### src/core/chgcfg_pkg.sv
// constants for the charger configuration register block
package chgcfg_pkg;

  // ==========================================================
  // register map
  localparam logic [7:0] CHGCFG_TERM_OFS = 8'h04;
  localparam logic [7:0] CHGCFG_BATT_OFS = 8'h05;
  localparam logic [7:0] CHGCFG_SYS_OFS = 8'h06;
  localparam int CHGCFG_NREG = 3;
  localparam logic [7:0] CHGCFG_TERM_RST = 8'h02;
  localparam logic [7:0] CHGCFG_BATT_RST = 8'h78;
  localparam logic [7:0] CHGCFG_SYS_RST = 8'h82;
  localparam logic [7:0] CHGCFG_UNMAPPED_RD = 8'h00;

  // ==========================================================
  // field positions
  localparam int TERM_RANGE_BIT = 7;
  localparam int TERM_CODE_HI = 6;
  localparam int TERM_CODE_LO = 2;
  localparam int TERM_EN_BIT = 1;
  localparam int BATT_CODE_HI = 7;
  localparam int BATT_CODE_LO = 1;
  localparam int SYS_EN_BIT = 7;
  localparam int SYS_RANGE_SEL_HI = 6;
  localparam int SYS_RANGE_SEL_LO = 5;
  localparam int SYS_CODE_HI = 4;
  localparam int SYS_CODE_LO = 1;

  // ==========================================================
  // scaling, currents in uA and voltages in mV
  localparam logic [15:0] TERM_LO_BASE_UA = 16'h01F4; // 500 uA
  localparam logic [15:0] TERM_LO_STEP_UA = 16'h01F4; // 500 uA
  localparam logic [15:0] TERM_LO_MAX_UA = 16'h1388; // 5 mA
  localparam logic [15:0] TERM_HI_BASE_UA = 16'h1770; // 6 mA
  localparam logic [15:0] TERM_HI_STEP_UA = 16'h03E8; // 1 mA
  localparam logic [15:0] BATT_BASE_MV = 16'h0E10; // 3.6 V
  localparam logic [15:0] BATT_STEP_MV = 16'h000A; // 10 mV
  localparam logic [15:0] BATT_MAX_MV = 16'h122A; // 4.65 V
  localparam logic [15:0] SYS_R01_BASE_MV = 16'h0514; // 1.30 V
  localparam logic [15:0] SYS_R11_BASE_MV = 16'h0708; // 1.80 V
  localparam logic [15:0] SYS_STEP_MV = 16'h0064; // 100 mV
  localparam logic [1:0] SYS_RANGE_SEL_00 = 2'h0;
  localparam logic [1:0] SYS_RANGE_SEL_01 = 2'h1;
  localparam logic [1:0] SYS_RANGE_SEL_10 = 2'h2;
  localparam logic [1:0] SYS_RANGE_SEL_11 = 2'h3;

  // non-linear ranges, indexed by the output voltage code
  localparam logic [0:15][15:0] SYS_TBL_00 = {
    16'h044C, 16'h04B0, 16'h04E2, 16'h0535, 16'h0589, 16'h05DC, 16'h062F, 16'h0683,
    16'h06D6, 16'h0729, 16'h077D, 16'h07D0, 16'h0823, 16'h0877, 16'h08CA, 16'h091D};
  localparam logic [0:15][15:0] SYS_TBL_10 = {
    16'h05DC, 16'h062F, 16'h0683, 16'h06D6, 16'h0729, 16'h077D, 16'h07D0, 16'h0823,
    16'h0877, 16'h08CA, 16'h091D, 16'h0971, 16'h09C4, 16'h0A17, 16'h0A6B, 16'h0ABE};

  // ==========================================================
  // serial port
  localparam logic [6:0] CHGCFG_DEV_ADDR = 7'h2A; // arbitrary default target address

  typedef enum logic [3:0] {
    ST_IDLE = 4'h0,
    ST_ADDR = 4'h1,
    ST_ACK_ADDR = 4'h2,
    ST_PTR = 4'h3,
    ST_ACK_PTR = 4'h4,
    ST_WR = 4'h5,
    ST_ACK_WR = 4'h6,
    ST_RD = 4'h7,
    ST_ACK_RD = 4'h8
  } chgcfg_st_t;

endpackage

### src/core/chgcfg_regfile.sv
// three-entry configuration register store with registered read port
`timescale 1ns/1ps
`default_nettype none
module chgcfg_regfile (
  input wire logic clk,
  input wire logic rst,
  input wire logic wr_en,
  input wire logic [7:0] wr_addr,
  input wire logic [7:0] wr_data,
  input wire logic [7:0] rd_addr,
  output logic [7:0] rd_data,
  output logic [7:0] term_reg,
  output logic [7:0] batt_reg,
  output logic [7:0] sys_reg
);
  import chgcfg_pkg::*;

  typedef struct packed {
    logic [CHGCFG_NREG-1:0][7:0] regs;
    logic [7:0] rd_data;
  } chgcfg_rf_t;

  chgcfg_rf_t s_r;
  chgcfg_rf_t s_nxt;

  // ==========================================================
  // write decode and read mux; unmapped writes drop, reads give zero
  always_comb begin
    s_nxt = s_r;
    if (wr_en) begin
      case (wr_addr)
        CHGCFG_TERM_OFS: s_nxt.regs[0] = wr_data;
        CHGCFG_BATT_OFS: s_nxt.regs[1] = wr_data;
        CHGCFG_SYS_OFS: s_nxt.regs[2] = wr_data;
        default: s_nxt.regs = s_r.regs;
      endcase
    end
    case (rd_addr)
      CHGCFG_TERM_OFS: s_nxt.rd_data = s_r.regs[0];
      CHGCFG_BATT_OFS: s_nxt.rd_data = s_r.regs[1];
      CHGCFG_SYS_OFS: s_nxt.rd_data = s_r.regs[2];
      default: s_nxt.rd_data = CHGCFG_UNMAPPED_RD;
    endcase
  end

  // ==========================================================
  // state register, power-on values
  always_ff @(posedge clk or posedge rst) begin
    if (rst) begin
      s_r.regs[0] <= CHGCFG_TERM_RST;
      s_r.regs[1] <= CHGCFG_BATT_RST;
      s_r.regs[2] <= CHGCFG_SYS_RST;
      s_r.rd_data <= CHGCFG_UNMAPPED_RD;
    end else begin
      s_r <= s_nxt;
    end
  end

  assign rd_data = s_r.rd_data;
  assign term_reg = s_r.regs[0];
  assign batt_reg = s_r.regs[1];
  assign sys_reg = s_r.regs[2];

endmodule
`default_nettype wire

### src/core/chgcfg_top.sv
// charger configuration registers behind a two-wire serial target port
// Behaviour
// - termination register at 0x04 resets to 0x02: termination on, code zero.
// - bit 7 picks 500 uA steps up to 5 mA, or 1 mA steps 6-37 mA.
// - termination code bits 6..2 weigh 8,4,2,1,0.5 mA, doubled in high range.
// - current is 500 uA + code*500 uA, or 6 mA + code*1 mA.
// - low-range settings beyond 5 mA are limited to 5 mA.
// - bit 1 enables termination; resets to one.
// - termination suppressed while any loop besides CC or CV regulates.
// - an external termination resistor may override the register setting.
// - battery voltage register at 0x05 resets to 0x78.
// - bits 7..1 form a 7-bit code weighing 640 mV down to 10 mV.
// - regulation voltage is 3.6 V plus code; above 4.65 V it saturates.
// - system output register at 0x06 resets to 0x82: enabled, range 00, code 1.
// - bit 7 enables the buck output; cleared means disabled and pulled low.
// - bits 6..5 pick among four output voltage ranges.
// - bits 4..1 form a code weighing 800,400,200,100 mV in ranges 01 and 11.
// - range 01 gives 1.30 V + code*100 mV; range 11 gives 1.80 V + code*100 mV.
`timescale 1ns/1ps
`default_nettype none
module chgcfg_top #(
  parameter logic [6:0] DEV_ADDR = chgcfg_pkg::CHGCFG_DEV_ADDR
) (
  input wire logic clk,
  input wire logic rst,
  input wire logic scl_i,
  input wire logic sda_i,
  output logic sda_o,
  output logic sda_oe_n,
  input wire logic cc_cv_in_control,
  input wire logic input_voltage_limit_loop,
  input wire logic cool_current_reduce,
  input wire logic ext_term_present,
  input wire logic [15:0] ext_term_ua,
  output logic [15:0] term_current_ua,
  output logic term_active,
  output logic [15:0] battery_regulation_voltage,
  output logic sys_out_enable,
  output logic sys_pull_low,
  output logic [15:0] system_rail_mv
);
  import chgcfg_pkg::*;

  // ==========================================================
  // port and set-point state in one record; register contents sit in u_regs
  typedef struct packed {
    chgcfg_st_t st;
    logic [2:0] bitn;
    logic [7:0] sh;
    logic [7:0] ptr;
    logic rw;
    logic mack;
    logic scl_q;
    logic sda_q;
    logic sda_o;
    logic sda_oe_n;
    logic wr_en;
    logic [7:0] wr_data;
    logic [15:0] term_ua;
    logic term_act;
    logic [15:0] batt_mv;
    logic sys_en;
    logic sys_pl;
    logic [15:0] sys_mv;
  } chgcfg_state_t;

  chgcfg_state_t s_r;
  chgcfg_state_t s_nxt;

  logic [7:0] rd_data;
  logic [7:0] term_reg;
  logic [7:0] batt_reg;
  logic [7:0] sys_reg;

  // register store; read data follow the pointer one cycle late,
  // which is far sooner than any serial bit period; the write pulse
  // leaves before the pointer moves, so a burst never skips a place
  chgcfg_regfile u_regs (
    .clk(clk),
    .rst(rst),
    .wr_en(s_r.wr_en),
    .wr_addr(s_r.ptr),
    .wr_data(s_r.wr_data),
    .rd_addr(s_r.ptr),
    .rd_data(rd_data),
    .term_reg(term_reg),
    .batt_reg(batt_reg),
    .sys_reg(sys_reg)
  );

  // ==========================================================
  // bus events seen against the previous sample of each pin; a start
  // or stop needs scl high on two samples, so data moving just after
  // a falling edge is never taken for one; there is no glitch filter,
  // so a noisy line must be cleaned up before it reaches the pins
  logic scl_rise;
  logic scl_fall;
  logic bus_start;
  logic bus_stop;
  logic [7:0] sh_in;

  assign scl_rise = scl_i & ~s_r.scl_q;
  assign scl_fall = ~scl_i & s_r.scl_q;
  assign bus_start = scl_i & s_r.scl_q & s_r.sda_q & ~sda_i;
  assign bus_stop = scl_i & s_r.scl_q & ~s_r.sda_q & sda_i;
  assign sh_in = {s_r.sh[6:0], sda_i};

  // ==========================================================
  // decoded fields of the stored registers
  logic term_range_sel;
  logic [4:0] term_current_code;
  logic term_enable;
  logic [6:0] batt_reg_code;
  logic [1:0] sys_range_sel;
  logic [3:0] sys_voltage_code;

  assign term_range_sel = term_reg[TERM_RANGE_BIT];
  assign term_current_code = term_reg[TERM_CODE_HI:TERM_CODE_LO];
  assign term_enable = term_reg[TERM_EN_BIT];
  assign batt_reg_code = batt_reg[BATT_CODE_HI:BATT_CODE_LO];
  assign sys_range_sel = sys_reg[SYS_RANGE_SEL_HI:SYS_RANGE_SEL_LO];
  assign sys_voltage_code = sys_reg[SYS_CODE_HI:SYS_CODE_LO];

  // ==========================================================
  // analog set-points; products are kept 16 bits wide, the largest
  // value (37 mA in uA) still fits; results are registered so the
  // analog side never sees a decode glitch while a register changes
  logic [15:0] term_lo_ua;
  logic [15:0] term_hi_ua;
  logic [15:0] batt_raw_mv;
  logic [15:0] sys_lin01_mv;
  logic [15:0] sys_lin11_mv;

  always_comb begin
    term_lo_ua = TERM_LO_BASE_UA + 16'({11'h000, term_current_code} * TERM_LO_STEP_UA);
    term_hi_ua = TERM_HI_BASE_UA + 16'({11'h000, term_current_code} * TERM_HI_STEP_UA);
    batt_raw_mv = BATT_BASE_MV + 16'({9'h000, batt_reg_code} * BATT_STEP_MV);
    sys_lin01_mv = SYS_R01_BASE_MV + 16'({12'h000, sys_voltage_code} * SYS_STEP_MV);
    sys_lin11_mv = SYS_R11_BASE_MV + 16'({12'h000, sys_voltage_code} * SYS_STEP_MV);
  end

  // ==========================================================
  // next-state logic: serial target machine plus set-point pipeline
  always_comb begin
    s_nxt = s_r;
    s_nxt.scl_q = scl_i;
    s_nxt.sda_q = sda_i;
    s_nxt.wr_en = 1'b0;
    s_nxt.sda_o = 1'b0; // open drain: only ever pulls low

    // ---- termination current, low range clamped at 5 mA; the resistor
    // replaces the current only, enable and loop gating still apply
    if (ext_term_present) begin
      s_nxt.term_ua = ext_term_ua;
    end else if (term_range_sel) begin
      s_nxt.term_ua = term_hi_ua;
    end else if (term_lo_ua > TERM_LO_MAX_UA) begin
      s_nxt.term_ua = TERM_LO_MAX_UA;
    end else begin
      s_nxt.term_ua = term_lo_ua;
    end

    // ---- termination is only trusted while CC or CV owns the charger;
    // a current held down by another loop says nothing about a full cell
    s_nxt.term_act = term_enable & cc_cv_in_control & ~input_voltage_limit_loop
                     & ~cool_current_reduce;

    // ---- battery regulation voltage saturates instead of wrapping
    if (batt_raw_mv > BATT_MAX_MV) begin
      s_nxt.batt_mv = BATT_MAX_MV;
    end else begin
      s_nxt.batt_mv = batt_raw_mv;
    end

    // ---- buck output enable and discharge
    s_nxt.sys_en = sys_reg[SYS_EN_BIT];
    s_nxt.sys_pl = ~sys_reg[SYS_EN_BIT];

    // ---- buck output voltage by range
    case (sys_range_sel)
      SYS_RANGE_SEL_00: s_nxt.sys_mv = SYS_TBL_00[sys_voltage_code];
      SYS_RANGE_SEL_01: s_nxt.sys_mv = sys_lin01_mv;
      SYS_RANGE_SEL_10: s_nxt.sys_mv = SYS_TBL_10[sys_voltage_code];
      SYS_RANGE_SEL_11: s_nxt.sys_mv = sys_lin11_mv;
      default: s_nxt.sys_mv = sys_lin01_mv;
    endcase

    // ---- serial target: start and stop override everything
    if (bus_start) begin
      s_nxt.st = ST_ADDR;
      s_nxt.bitn = 3'h0;
      s_nxt.sda_oe_n = 1'b1;
    end else if (bus_stop) begin
      s_nxt.st = ST_IDLE;
      s_nxt.sda_oe_n = 1'b1;
    end else begin
      case (s_r.st)
        ST_IDLE: begin
          s_nxt.sda_oe_n = 1'b1;
        end
        // address byte; a foreign address drops back to idle
        ST_ADDR: begin
          if (scl_rise) begin
            s_nxt.sh = sh_in;
            s_nxt.bitn = s_r.bitn + 3'h1;
            if (s_r.bitn == 3'h7) begin
              s_nxt.rw = sh_in[0];
              s_nxt.st = (sh_in[7:1] == DEV_ADDR) ? ST_ACK_ADDR : ST_IDLE;
            end
          end
        end
        // ack phases: first fall pulls low, second fall releases, or drives bit 7 after a read address;
        // the line only ever moves while scl is low
        ST_ACK_ADDR, ST_ACK_PTR, ST_ACK_WR: begin
          if (scl_fall) begin
            if (s_r.sda_oe_n) begin
              s_nxt.sda_oe_n = 1'b0;
            end else begin
              s_nxt.sda_oe_n = 1'b1;
              s_nxt.bitn = 3'h0;
              if (s_r.st == ST_ACK_ADDR && s_r.rw) begin
                s_nxt.st = ST_RD;
                s_nxt.sh = rd_data;
                s_nxt.sda_oe_n = rd_data[7];
              end else if (s_r.st == ST_ACK_ADDR) begin
                s_nxt.st = ST_PTR;
              end else begin
                s_nxt.st = ST_WR;
                if (s_r.st == ST_ACK_WR) begin
                  s_nxt.ptr = s_r.ptr + 8'h01; // auto-increment
                end
              end
            end
          end
        end
        // register pointer byte
        ST_PTR: begin
          if (scl_rise) begin
            s_nxt.sh = sh_in;
            s_nxt.bitn = s_r.bitn + 3'h1;
            if (s_r.bitn == 3'h7) begin
              s_nxt.ptr = sh_in;
              s_nxt.st = ST_ACK_PTR;
            end
          end
        end
        // data byte: stored as one pulse once all eight bits are in
        ST_WR: begin
          if (scl_rise) begin
            s_nxt.sh = sh_in;
            s_nxt.bitn = s_r.bitn + 3'h1;
            if (s_r.bitn == 3'h7) begin
              s_nxt.wr_en = 1'b1;
              s_nxt.wr_data = sh_in;
              s_nxt.st = ST_ACK_WR;
            end
          end
        end
        // read byte shifted out msb first on falling edges; it is copied
        // at the ack release, so a later register change cannot tear it
        ST_RD: begin
          if (scl_fall) begin
            s_nxt.bitn = s_r.bitn + 3'h1;
            if (s_r.bitn == 3'h7) begin
              s_nxt.sda_oe_n = 1'b1;
              s_nxt.ptr = s_r.ptr + 8'h01;
              s_nxt.st = ST_ACK_RD;
            end else begin
              s_nxt.sh = {s_r.sh[6:0], 1'b0};
              s_nxt.sda_oe_n = s_r.sh[6];
            end
          end
        end
        // controller ack continues the read, nack ends it with the
        // line released, so a stop may follow straight away
        ST_ACK_RD: begin
          if (scl_rise) begin
            s_nxt.mack = ~sda_i;
          end else if (scl_fall) begin
            if (s_r.mack) begin
              s_nxt.st = ST_RD;
              s_nxt.bitn = 3'h0;
              s_nxt.sh = rd_data;
              s_nxt.sda_oe_n = rd_data[7];
            end else begin
              s_nxt.st = ST_IDLE;
            end
          end
        end
        default: begin
          s_nxt.st = ST_IDLE;
          s_nxt.sda_oe_n = 1'b1;
        end
      endcase
    end
  end

  // ==========================================================
  // state register; set-points start at the values the reset
  // register contents decode to, so outputs agree from the first cycle
  always_ff @(posedge clk or posedge rst) begin
    if (rst) begin
      s_r.st <= ST_IDLE;
      s_r.bitn <= 3'h0;
      s_r.sh <= 8'h00;
      s_r.ptr <= 8'h00;
      s_r.rw <= 1'b0;
      s_r.mack <= 1'b0;
      s_r.scl_q <= 1'b1;
      s_r.sda_q <= 1'b1;
      s_r.sda_o <= 1'b0;
      s_r.sda_oe_n <= 1'b1;
      s_r.wr_en <= 1'b0;
      s_r.wr_data <= 8'h00;
      s_r.term_ua <= TERM_LO_BASE_UA;
      s_r.term_act <= 1'b0;
      // regulation code 60 of the reset byte, 4.20 V
      s_r.batt_mv <= BATT_BASE_MV + 16'(CHGCFG_BATT_RST[BATT_CODE_HI:BATT_CODE_LO]) * BATT_STEP_MV;
      s_r.sys_en <= 1'b1;
      s_r.sys_pl <= 1'b0;
      s_r.sys_mv <= SYS_TBL_00[1];
    end else begin
      s_r <= s_nxt;
    end
  end

  // ==========================================================
  // outputs straight from the state register
  assign sda_o = s_r.sda_o;
  assign sda_oe_n = s_r.sda_oe_n;
  assign term_current_ua = s_r.term_ua;
  assign term_active = s_r.term_act;
  assign battery_regulation_voltage = s_r.batt_mv;
  assign sys_out_enable = s_r.sys_en;
  assign sys_pull_low = s_r.sys_pl;
  assign system_rail_mv = s_r.sys_mv;

endmodule
`default_nettype wire

### config.mk
export PLATFORM = sky130hd
export DESIGN_NAME = chgcfg_top
export DESIGN_NICKNAME = d
export VERILOG_FILES = /design/src/core/chgcfg_pkg.sv /design/src/core/chgcfg_regfile.sv /design/src/core/chgcfg_top.sv
export SDC_FILE = /design/constraint.sdc
export NUM_CORES = 1
export LEC_CHECK = 0
export ABC_CLOCK_PERIOD_IN_PS = 10500
export CORE_MARGIN = 3
export CORE_UTILIZATION = 40
export CTS_CLUSTER_SIZE = 10
export DETAILED_ROUTE_END_ITERATION = 6
export DONT_BUFFER_PORTS = 1
export PLACE_DENSITY = 0.57
export SLEW_MARGIN = 20
export SYNTH_ARGS = -nofsm -noshare
export SYNTH_HDL_FRONTEND = slang
export SYNTH_SLANG_ARGS = --single-unit
### constraint.sdc
create_clock -name clk -period 10.5 [get_ports clk]
set_input_delay 1.05 -clock clk [delete_from_list [all_inputs] [get_ports clk]]
set_output_delay 1.05 -clock clk [all_outputs]
set_load 0.03 [all_outputs]
### After elaboration in Yosys (flattened, before gate mapping)

Memories as Yosys holds them, arrays and structs flattened.
Index checks and enable logic that the tools add are counted.
Widths: inputs -> output; s select.

| storage, ports and cells | value |
|---|---|
| output and inout bits | 53 |
| memories kept | 2 |
| logic and storage cells | 194 |
| flip-flop bits (word level) | 120 |
| ROM bits | 512 |
| input bits | 24 |

Memory list:

| name | words | bits a word | rd ports | clocked after memory_dff | wr ports | RTL line | source |
|---|---|---|---|---|---|---|---|
| (name not given) | 16 | 16 | 1 | 0 | 0 | chgcfg_top.sv:183 | `SYS_RANGE_SEL_10: s_nxt.sys_mv = SYS_TBL_10[sys_voltage_code];` |
| (name not given) | 16 | 16 | 1 | 0 | 0 | chgcfg_top.sv:181 | `SYS_RANGE_SEL_00: s_nxt.sys_mv = SYS_TBL_00[sys_voltage_code];` |

| operators by class | value |
|---|---|
| multiply operators | 4 |
| reduce and logical (&&, ||, !) cells | 19 |
| equal/unequal tests | 57 |
| bitwise operators | 20 |
| $lt $le $gt $ge | 3 |
| $add $sub $neg | 7 |
| muxes and demuxes | 61 |

Operators with widths:

| operator | number |
|---|---|
| $mux 16 | 6 |
| $mux 23 | 4 |
| $mux 15 | 5 |
| $pmux 11 s6 | 1 |
| $pmux 16 s4 | 1 |
| $mux 8 | 7 |
| $ne 4x4->1 const B | 13 |
| $pmux 8 s3 | 2 |
| $mux 9 | 5 |
| $ne 2x2->1 const B | 17 |
| $ne 3x3->1 const B | 10 |
| $pmux 4 s7 | 1 |
| $add 11x11->12 const A | 2 |
| $eq 8x3->1 const B | 3 |
| $mul 5x7->12 const B | 2 |
| $mux 21 | 1 |
| $mux 4 | 5 |
| $add 13x15->16 const A | 1 |
| $eq 4x3->1 const B | 4 |
| $add 9x14->15 const A | 1 |
| $gt 15x13->1 const B | 1 |
| $mux 1 | 15 |
| $reduce_and 14->1 | 1 |
| $add 12x11->13 const A | 1 |
| 37 further kinds | 62 |

### Longest topological paths before layout

Gate-level depths: netlist of run 1.

| depth | value |
|---|---|
| depth after elaboration | 9 |
| depth in mapped cells | 16 |

### Hierarchy

Synthesis of run 1 repeated with hierarchy kept, for this count alone.

| second synthesis, totals | value |
|---|---|
| cells, all modules | 944 |
| area total of the unflattened synthesis | 8488.1 um^2 |

By module, submodules not included:

| module | cells each | seq. area each (um^2) | area an instance (um^2) | instances |
|---|---|---|---|---|
| chgcfg_top | 849 | 1999.4 | 7100.6 | 1 |
| chgcfg_regfile | 95 | 809.5 | 1387.6 | 1 |

### Worst setup path after synthesis of run 1

No wires, ideal clock.

| timing path | value |
|---|---|
| kind | register -> register |
| from | reg u_regs.s_r (netlist bit u_regs.term_reg[4]) |
| to | reg s_r (netlist bit term_current_ua[3]) |
| period minus slack after synthesis | 4597 ps |
| buffers on the path | 0 |
| arrival time | 4473 ps |
| data required time | 10376 ps |
| setup slack | 5903 ps |
| cell stages (with the launch flop) | 15 |
| path through | dfrtp_1 -> fa_1 -> fa_1 -> inv_1 -> fa_1 -> inv_1 -> ha_1 -> and3_1 -> a221oi_4 -> xor2_1 -> or4_1 -> mux2_2 -> o21ai_2 -> a2111oi_1 -> a211o_1 |

RTL lines:

| element | RTL line | source |
|---|---|---|
| from (decl) | chgcfg_regfile.sv:23 | `chgcfg_rf_t s_r;` |
| from (signal assigned) | chgcfg_regfile.sv:55 | `s_r <= s_nxt;` |
| to (signal assigned) | chgcfg_top.sv:323 | `s_r <= s_nxt;` |
| to (decl) | chgcfg_top.sv:67 | `chgcfg_state_t s_r;` |

==> impl_metrics.env, run 1 <==
export IMPL_dr_pass1_iters=6
export IMPL_endpoint_kind="flip-flop"
export IMPL_hold_buffers=0
export IMPL_ys_seq_elements=111
export IMPL_synth_cells=906
export IMPL_rows=51
export IMPL_cts_sinks=111
export IMPL_crit_path_cell_trace="fa_1 -> fa_1 -> inv_1 -> fa_1 -> inv_1 -> ha_1 -> and3_1 -> a221oi_4 -> xor2_1 -> or4_1 -> mux2_2 -> o21ai_2 -> a2111oi_1 -> a211o_1"
export IMPL_min_path_cells=0
export IMPL_synth_flop_cell="dfrtp_1"
export IMPL_cts_setup_buffers=0
export IMPL_critPathRequiredTime_ps=10750
export IMPL_yosys_warnings=0
export IMPL_synth_edf_count=0
export IMPL_drv_cap=0
export IMPL_outcome="completed"
export IMPL_yosysUniqueCellTypes=76
export IMPL_drive_gt1_share_pct=10.7
export IMPL_h_tree_depth=3
export IMPL_die_y_um=149
export IMPL_place_area_sq_um=8110
export IMPL_maxSlewViolCount=0
export IMPL_fmax_mhz=201
export IMPL_slowest_delay_ps=620
export IMPL_crit_family="adder cells"
export IMPL_postRouteAntennaNets=0
export IMPL_via_per_inst=5.48
export IMPL_fin_crit_ps=4970
export IMPL_whs_ps=398
export IMPL_place_hpwl_um=13200
export IMPL_worstMarginPinSlew_ps=850
export IMPL_largest_reg_flops=35
export IMPL_ios=77
export IMPL_regMostFlops="s_r"
export IMPL_drc=0
export IMPL_syn_area_per_cell_sq_um=9.08
export IMPL_cts_buffers=9
export IMPL_clock_latency_ps=360
export IMPL_grt_pass1_vias=5727
export IMPL_p_per_area_nw_per_um2=139
export IMPL_clkSlewWorstSetupHoldPaths_ps=80
export IMPL_drtIter0Drc=360
export IMPL_cp_start_kind="flip-flop"
export IMPL_synth_common_cells="dfrtp_1 (86), nand2_1 (80), nor2_1 (76)"
export IMPL_finalCritPeriodShare_pct=47.4
export IMPL_ir_drop_uv=75.4
export IMPL_vias=6074
export IMPL_path_depth=14
export IMPL_synth_top_area_share_pct=26.1
export IMPL_r2r_cells=14
export IMPL_wire_per_inst_um=16.4
export IMPL_tns_ps=0
export IMPL_hp_class="reg -> reg"
export IMPL_die_w_um=149
export IMPL_relSlewSlack_pct=43.3
export IMPL_setup_violations=0
export IMPL_grt_setup_unrepaired="false"
export IMPL_synth_most_common_cell="dfrtp_1"
export IMPL_path_buf_inv=2
export IMPL_power_leakage_nw=3.93
export IMPL_cts_tree="yes"
export IMPL_cts_max_path_buffers=2
export IMPL_finish_instance_area_sq_um=8410
export IMPL_crit_type="reg -> reg"
export IMPL_globalRouteOverflowTotal=0
export IMPL_diodes=0
export IMPL_track_usage_pct=16.6
export IMPL_cp_data_arrival_time_ps=5220
export IMPL_port_buffers=0
export IMPL_start_util_pct=41.5
export IMPL_antenna_found_initial=0
export IMPL_dieArea_sq_um=22300
export IMPL_crit_slowest_cell="fa_1"
export IMPL_seq_area_frac_synth_pct=34.1
export IMPL_fin_nets=936
export IMPL_synth_area_top_cells="dfrtp_1 (26%), ha_1 (9.3%), dfstp_2 (8.0%)"
export IMPL_core_sq_um=19800
export IMPL_drt_total_wl_um=18200
export IMPL_hold_viol=0
export IMPL_grt_pass1_wl_um=30400
export IMPL_grt_max_degree=68
export IMPL_area_delta_synth_final_pct=2.19
export IMPL_syn_area_sq_um=8230
export IMPL_synth_async_reset_ratio_pct=100
export IMPL_path_common_cell="fa_1"
export IMPL_finClkSkew_ps=9.90
export IMPL_synth_top_area_cell="dfrtp_1"
export IMPL_gp_congestion=0.859
export IMPL_ctsRootBufferMaster="clkbuf_16"
export IMPL_cp_max_fo=7
export IMPL_cts_resized=0
==> through the flow <==
step | instances | power (mW) | util (%) | setup slack [ps]
floorplan | 914 | 0.771 | - | 5900
global placement | 1093 | 0.828 | 40.9 | 5620
detailed placement | 1093 | 0.833 | 40.9 | 5540
CTS | 1109 | 1.18 | 42.3 | 5510
global route | 1109 | 1.25 | 42.4 | 5240
finish | 1109 | 1.17 | 42.4 | 5530
==> power breakdown <==
group          total, mW  switching (mW)  internal (mW)
clock network      0.343           0.176          0.167
registers          0.562          0.0864          0.475
logic              0.268           0.159          0.110
total               1.17           0.421          0.752
==> cells in the final DEF, fill, tap and decap left out, drive strengths merged, types with 7 or more instances in the layout <==
master / n
a211oi: 13
a21o: 9
a21oi: 57
a222oi: 8
and2: 11
and3: 11
clkbuf: 9
clkinv: 7
conb: 9
dfrtp: 86
dfstp: 25
fa: 12
ha: 61
inv: 58
mux2: 28
mux2i: 17
nand2: 80
nand3: 19
nand4: 7
nor2: 76
nor2b: 11
nor3: 18
nor4: 7
o21a: 7
o21ai: 49
o22ai: 11
or2: 7
xnor2: 28
xor2: 12
==> per-layer routing <==
metal  track usage (%)  share of wire, %
met5                 0                 0
met4              4.30               1.3
met3              2.18               2.9
met2              26.1                46
met1              24.4                50
==> path summary, 6_finish.rpt <==
check	from	end	slack, ps
setup / recovery	u_regs.term_reg[4]$_DFFE_PP0P_	term_current_ua[3]$_DFF_PP0_	5530
hold / removal	u_regs.sys_reg[7]$_DFFE_PP1P_	sys_out_enable$_DFF_PP1_	400
setup reg to reg	u_regs.term_reg[4]$_DFFE_PP0P_	term_current_ua[3]$_DFF_PP0_	5530
hold reg to reg	u_regs.sys_reg[7]$_DFFE_PP1P_	sys_out_enable$_DFF_PP1_	400
max in group asynchronous	rst	s_r[65]$_DFFE_PP0P_	8600
min in group asynchronous	rst	battery_regulation_voltage[9]$_DFF_PP0_	620
==> cell families after synthesis <==
logic type,Yosys count,synth area share [%]
flops,111,34.1
xor+xnor,40,4.35
buf+inv,150,9.14
compound gates,217,18.4
other cells,1,0.0456
simple gates,268,15.5
mux,46,6.17
fa+ha+maj,73,12.2
==> final cells by class <==
type	instances	area, sq um
Fill cell	1940	11400
Timing Repair Buffer	5	37.5
Tap cell	265	332
Multi-Input combinational cell	653	4710
Clock buffer	9	225
Inverter	59	224
Clock inverter	7	68.8
Sequential cell	111	2810
(Power assumes the default switching activity.)
==> inputs of run 2 (changes only) <==
- ABC_CLOCK_PERIOD_IN_PS: 10500 -> 4200
- PLACE_DENSITY: 0.57 -> 0.59
- clock period: 10.5 -> 4.2 ns (I/O delays scaled with it)
==> impl_metrics.env, run 2 (synthesis gave the netlist of run 1 again) <==
export IMPL_relSlewSlack_pct=42.6
export IMPL_violations="negative setup slack"
export IMPL_path_buf_inv=2
export IMPL_place_area_sq_um=8510
export IMPL_hp_class="in -> reg"
export IMPL_via_per_inst=5.42
export IMPL_start_util_pct=41.5
export IMPL_grt_setup_unrepaired="true"
export IMPL_gp_congestion=0.851
export IMPL_cp_start_kind="flip-flop"
export IMPL_clock_latency_ps=360
export IMPL_cts_tree="yes"
export IMPL_drt_total_wl_um=18900
export IMPL_worst_slack_ps=-163
export IMPL_cts_sinks=111
export IMPL_drive_gt1_share_pct=20.0
export IMPL_cts_buffers=9
export IMPL_cp_max_fo=5
export IMPL_fillers=1926
export IMPL_maxSlewViolCount=0
export IMPL_drc=0
export IMPL_clkSlewWorstSetupHoldPaths_ps=80
export IMPL_finClkSkew_ps=13.8
export IMPL_vias=6336
export IMPL_cts_max_path_buffers=2
export IMPL_finish_instance_area_sq_um=9100
export IMPL_core_sq_um=19800
export IMPL_crit_family="adder cells"
export IMPL_postRouteAntennaNets=0
export IMPL_largest_reg_flops=35
export IMPL_die_y_um=149
export IMPL_ios=77
export IMPL_fin_crit_ps=4360
export IMPL_area_delta_synth_final_pct=10.6
export IMPL_path_common_cell="fa_2"
export IMPL_worstMarginPinSlew_ps=861
export IMPL_track_usage_pct=17.2
export IMPL_fin_util_pct=45.9
export IMPL_power_leakage_nw=4.27
export IMPL_crit_type="reg -> reg"
export IMPL_wire_per_inst_um=16.1
export IMPL_ctsRootBufferMaster="clkbuf_16"
export IMPL_tns_ps=-878
export IMPL_diodes=0
export IMPL_crit_slowest_cell="or4_4"
export IMPL_dieArea_sq_um=22300
export IMPL_port_buffers=0
export IMPL_hold_buffers=0
export IMPL_regMostFlops="s_r"
export IMPL_whs_ps=50.0
export IMPL_h_tree_depth=3
export IMPL_globalRouteOverflowTotal=0
export IMPL_setup_violations=9
export IMPL_rows=51
export IMPL_p_per_area_nw_per_um2=327
export IMPL_ir_drop_uv=177
export IMPL_slowest_delay_ps=540
export IMPL_drv_cap=0
export IMPL_outcome="finished with violations"
export IMPL_critPathRequiredTime_ps=4450
export IMPL_endpoint_kind="flip-flop"
export IMPL_final_cell_mix="dfrtp_1 (84), nand2_1 (80), nor2_1 (74)"
export IMPL_final_common_cell="dfrtp_1"
export IMPL_hold_viol=0
export IMPL_grt_pass1_vias=6051
export IMPL_antenna_found_initial=0
export IMPL_power_mw=2.98
export IMPL_cp_data_arrival_time_ps=4620
export IMPL_place_hpwl_um=13700
export IMPL_fin_nets=995
export IMPL_grt_max_degree=67
export IMPL_die_w_um=149
export IMPL_finalCritPeriodShare_pct=104
export IMPL_grt_pass1_wl_um=31600
export IMPL_dr_pass1_iters=5
export IMPL_fmax_mhz=229
export IMPL_drtIter0Drc=326
export IMPL_crit_path_cell_trace="fa_2 -> fa_1 -> inv_1 -> fa_2 -> inv_2 -> ha_4 -> a21o_4 -> a41o_4 -> nor3b_4 -> or4_4 -> mux2_4 -> o21ai_4 -> a2111oi_2 -> a211o_1"
run 2: changes by cell type in the layout (fill, tap and decap cells not counted), sizes merged:
cell / previous run / this run
inv: 58 / 59
bufinv: 0 / 1
buf: 5 / 64
clkinv: 7 / 5
run 2: routing by layer:
metal	vias up	GRT usage (%)	share of wire, %
li1	3136	-	-
met1	3083	24.6	48
met2	102	28.0	48
met3	15	2.57	3.3
met4	0	3.71	1.1
met5	-	0	0
run 2: through the flow:
| step | worst slack, ps | std cells |
|---|---|---|
| floorplan | -152 | 914 |
| global placement | -119 | 1140 |
| detailed placement | -203 | 1140 |
| CTS | -159 | 1164 |
| global route | -299 | 1168 |
| finish | -163 | 1168 |
run 2: final timing paths:
kind / from / endpoint / slack (ps) / cells past startpoint
max: u_regs.term_reg[6]$_DFFE_PP0P_ / term_current_ua[3]$_DFF_PP0_ / -160 / 14
min: sda_i / s_r[62]$_DFF_PP1_ / 50 / 0
min in group asynchronous: rst / battery_regulation_voltage[9]$_DFF_PP0_ / 80 / 1
max reg2reg: u_regs.term_reg[6]$_DFFE_PP0P_ / term_current_ua[3]$_DFF_PP0_ / -160 / 14
max in group asynchronous: rst / system_rail_mv[5]$_DFF_PP1_ / 3190 / 2
min reg2reg: u_regs.sys_reg[7]$_DFFE_PP1P_ / sys_out_enable$_DFF_PP1_ / 400 / 0
run 2: worst register-to-register path: stages, from the launching register on:
cell       delay, ps
dfrtp_2          430
fa_2             510
fa_1             500
inv_1             50
fa_2             520
inv_2             40
ha_4             150
a21o_4           210
a41o_4           270
nor3b_4          160
or4_4            540
mux2_4           290
o21ai_4          250
a2111oi_2        120
a211o_1          230
run 2: what timing repair did:
action	4_1_cts	5_1_grt
hold endpoints to repair	0	0
setup buffers	8	5
resized for setup	13	23
endpoints found under the setup margin	9	11
pin swaps	13	10
run 2: power breakdown:
part / switching [mW] / internal [mW]
combinational: 0.386 / 0.275
sequential: 0.216 / 1.19
clock: 0.436 / 0.478
run 2: final cells by class:
cell class                 instances  area [sq um]  share of cell area, %
tap                              265           332                   3.64
multi-input combinational        653          4920                   54.1
inverter                          59           224                   2.46
timing repair buffer              64           495                   5.44
clock inverter                     7          90.1                  0.990
sequential                       111          2810                   30.9
clock buffer                       9           225                   2.47
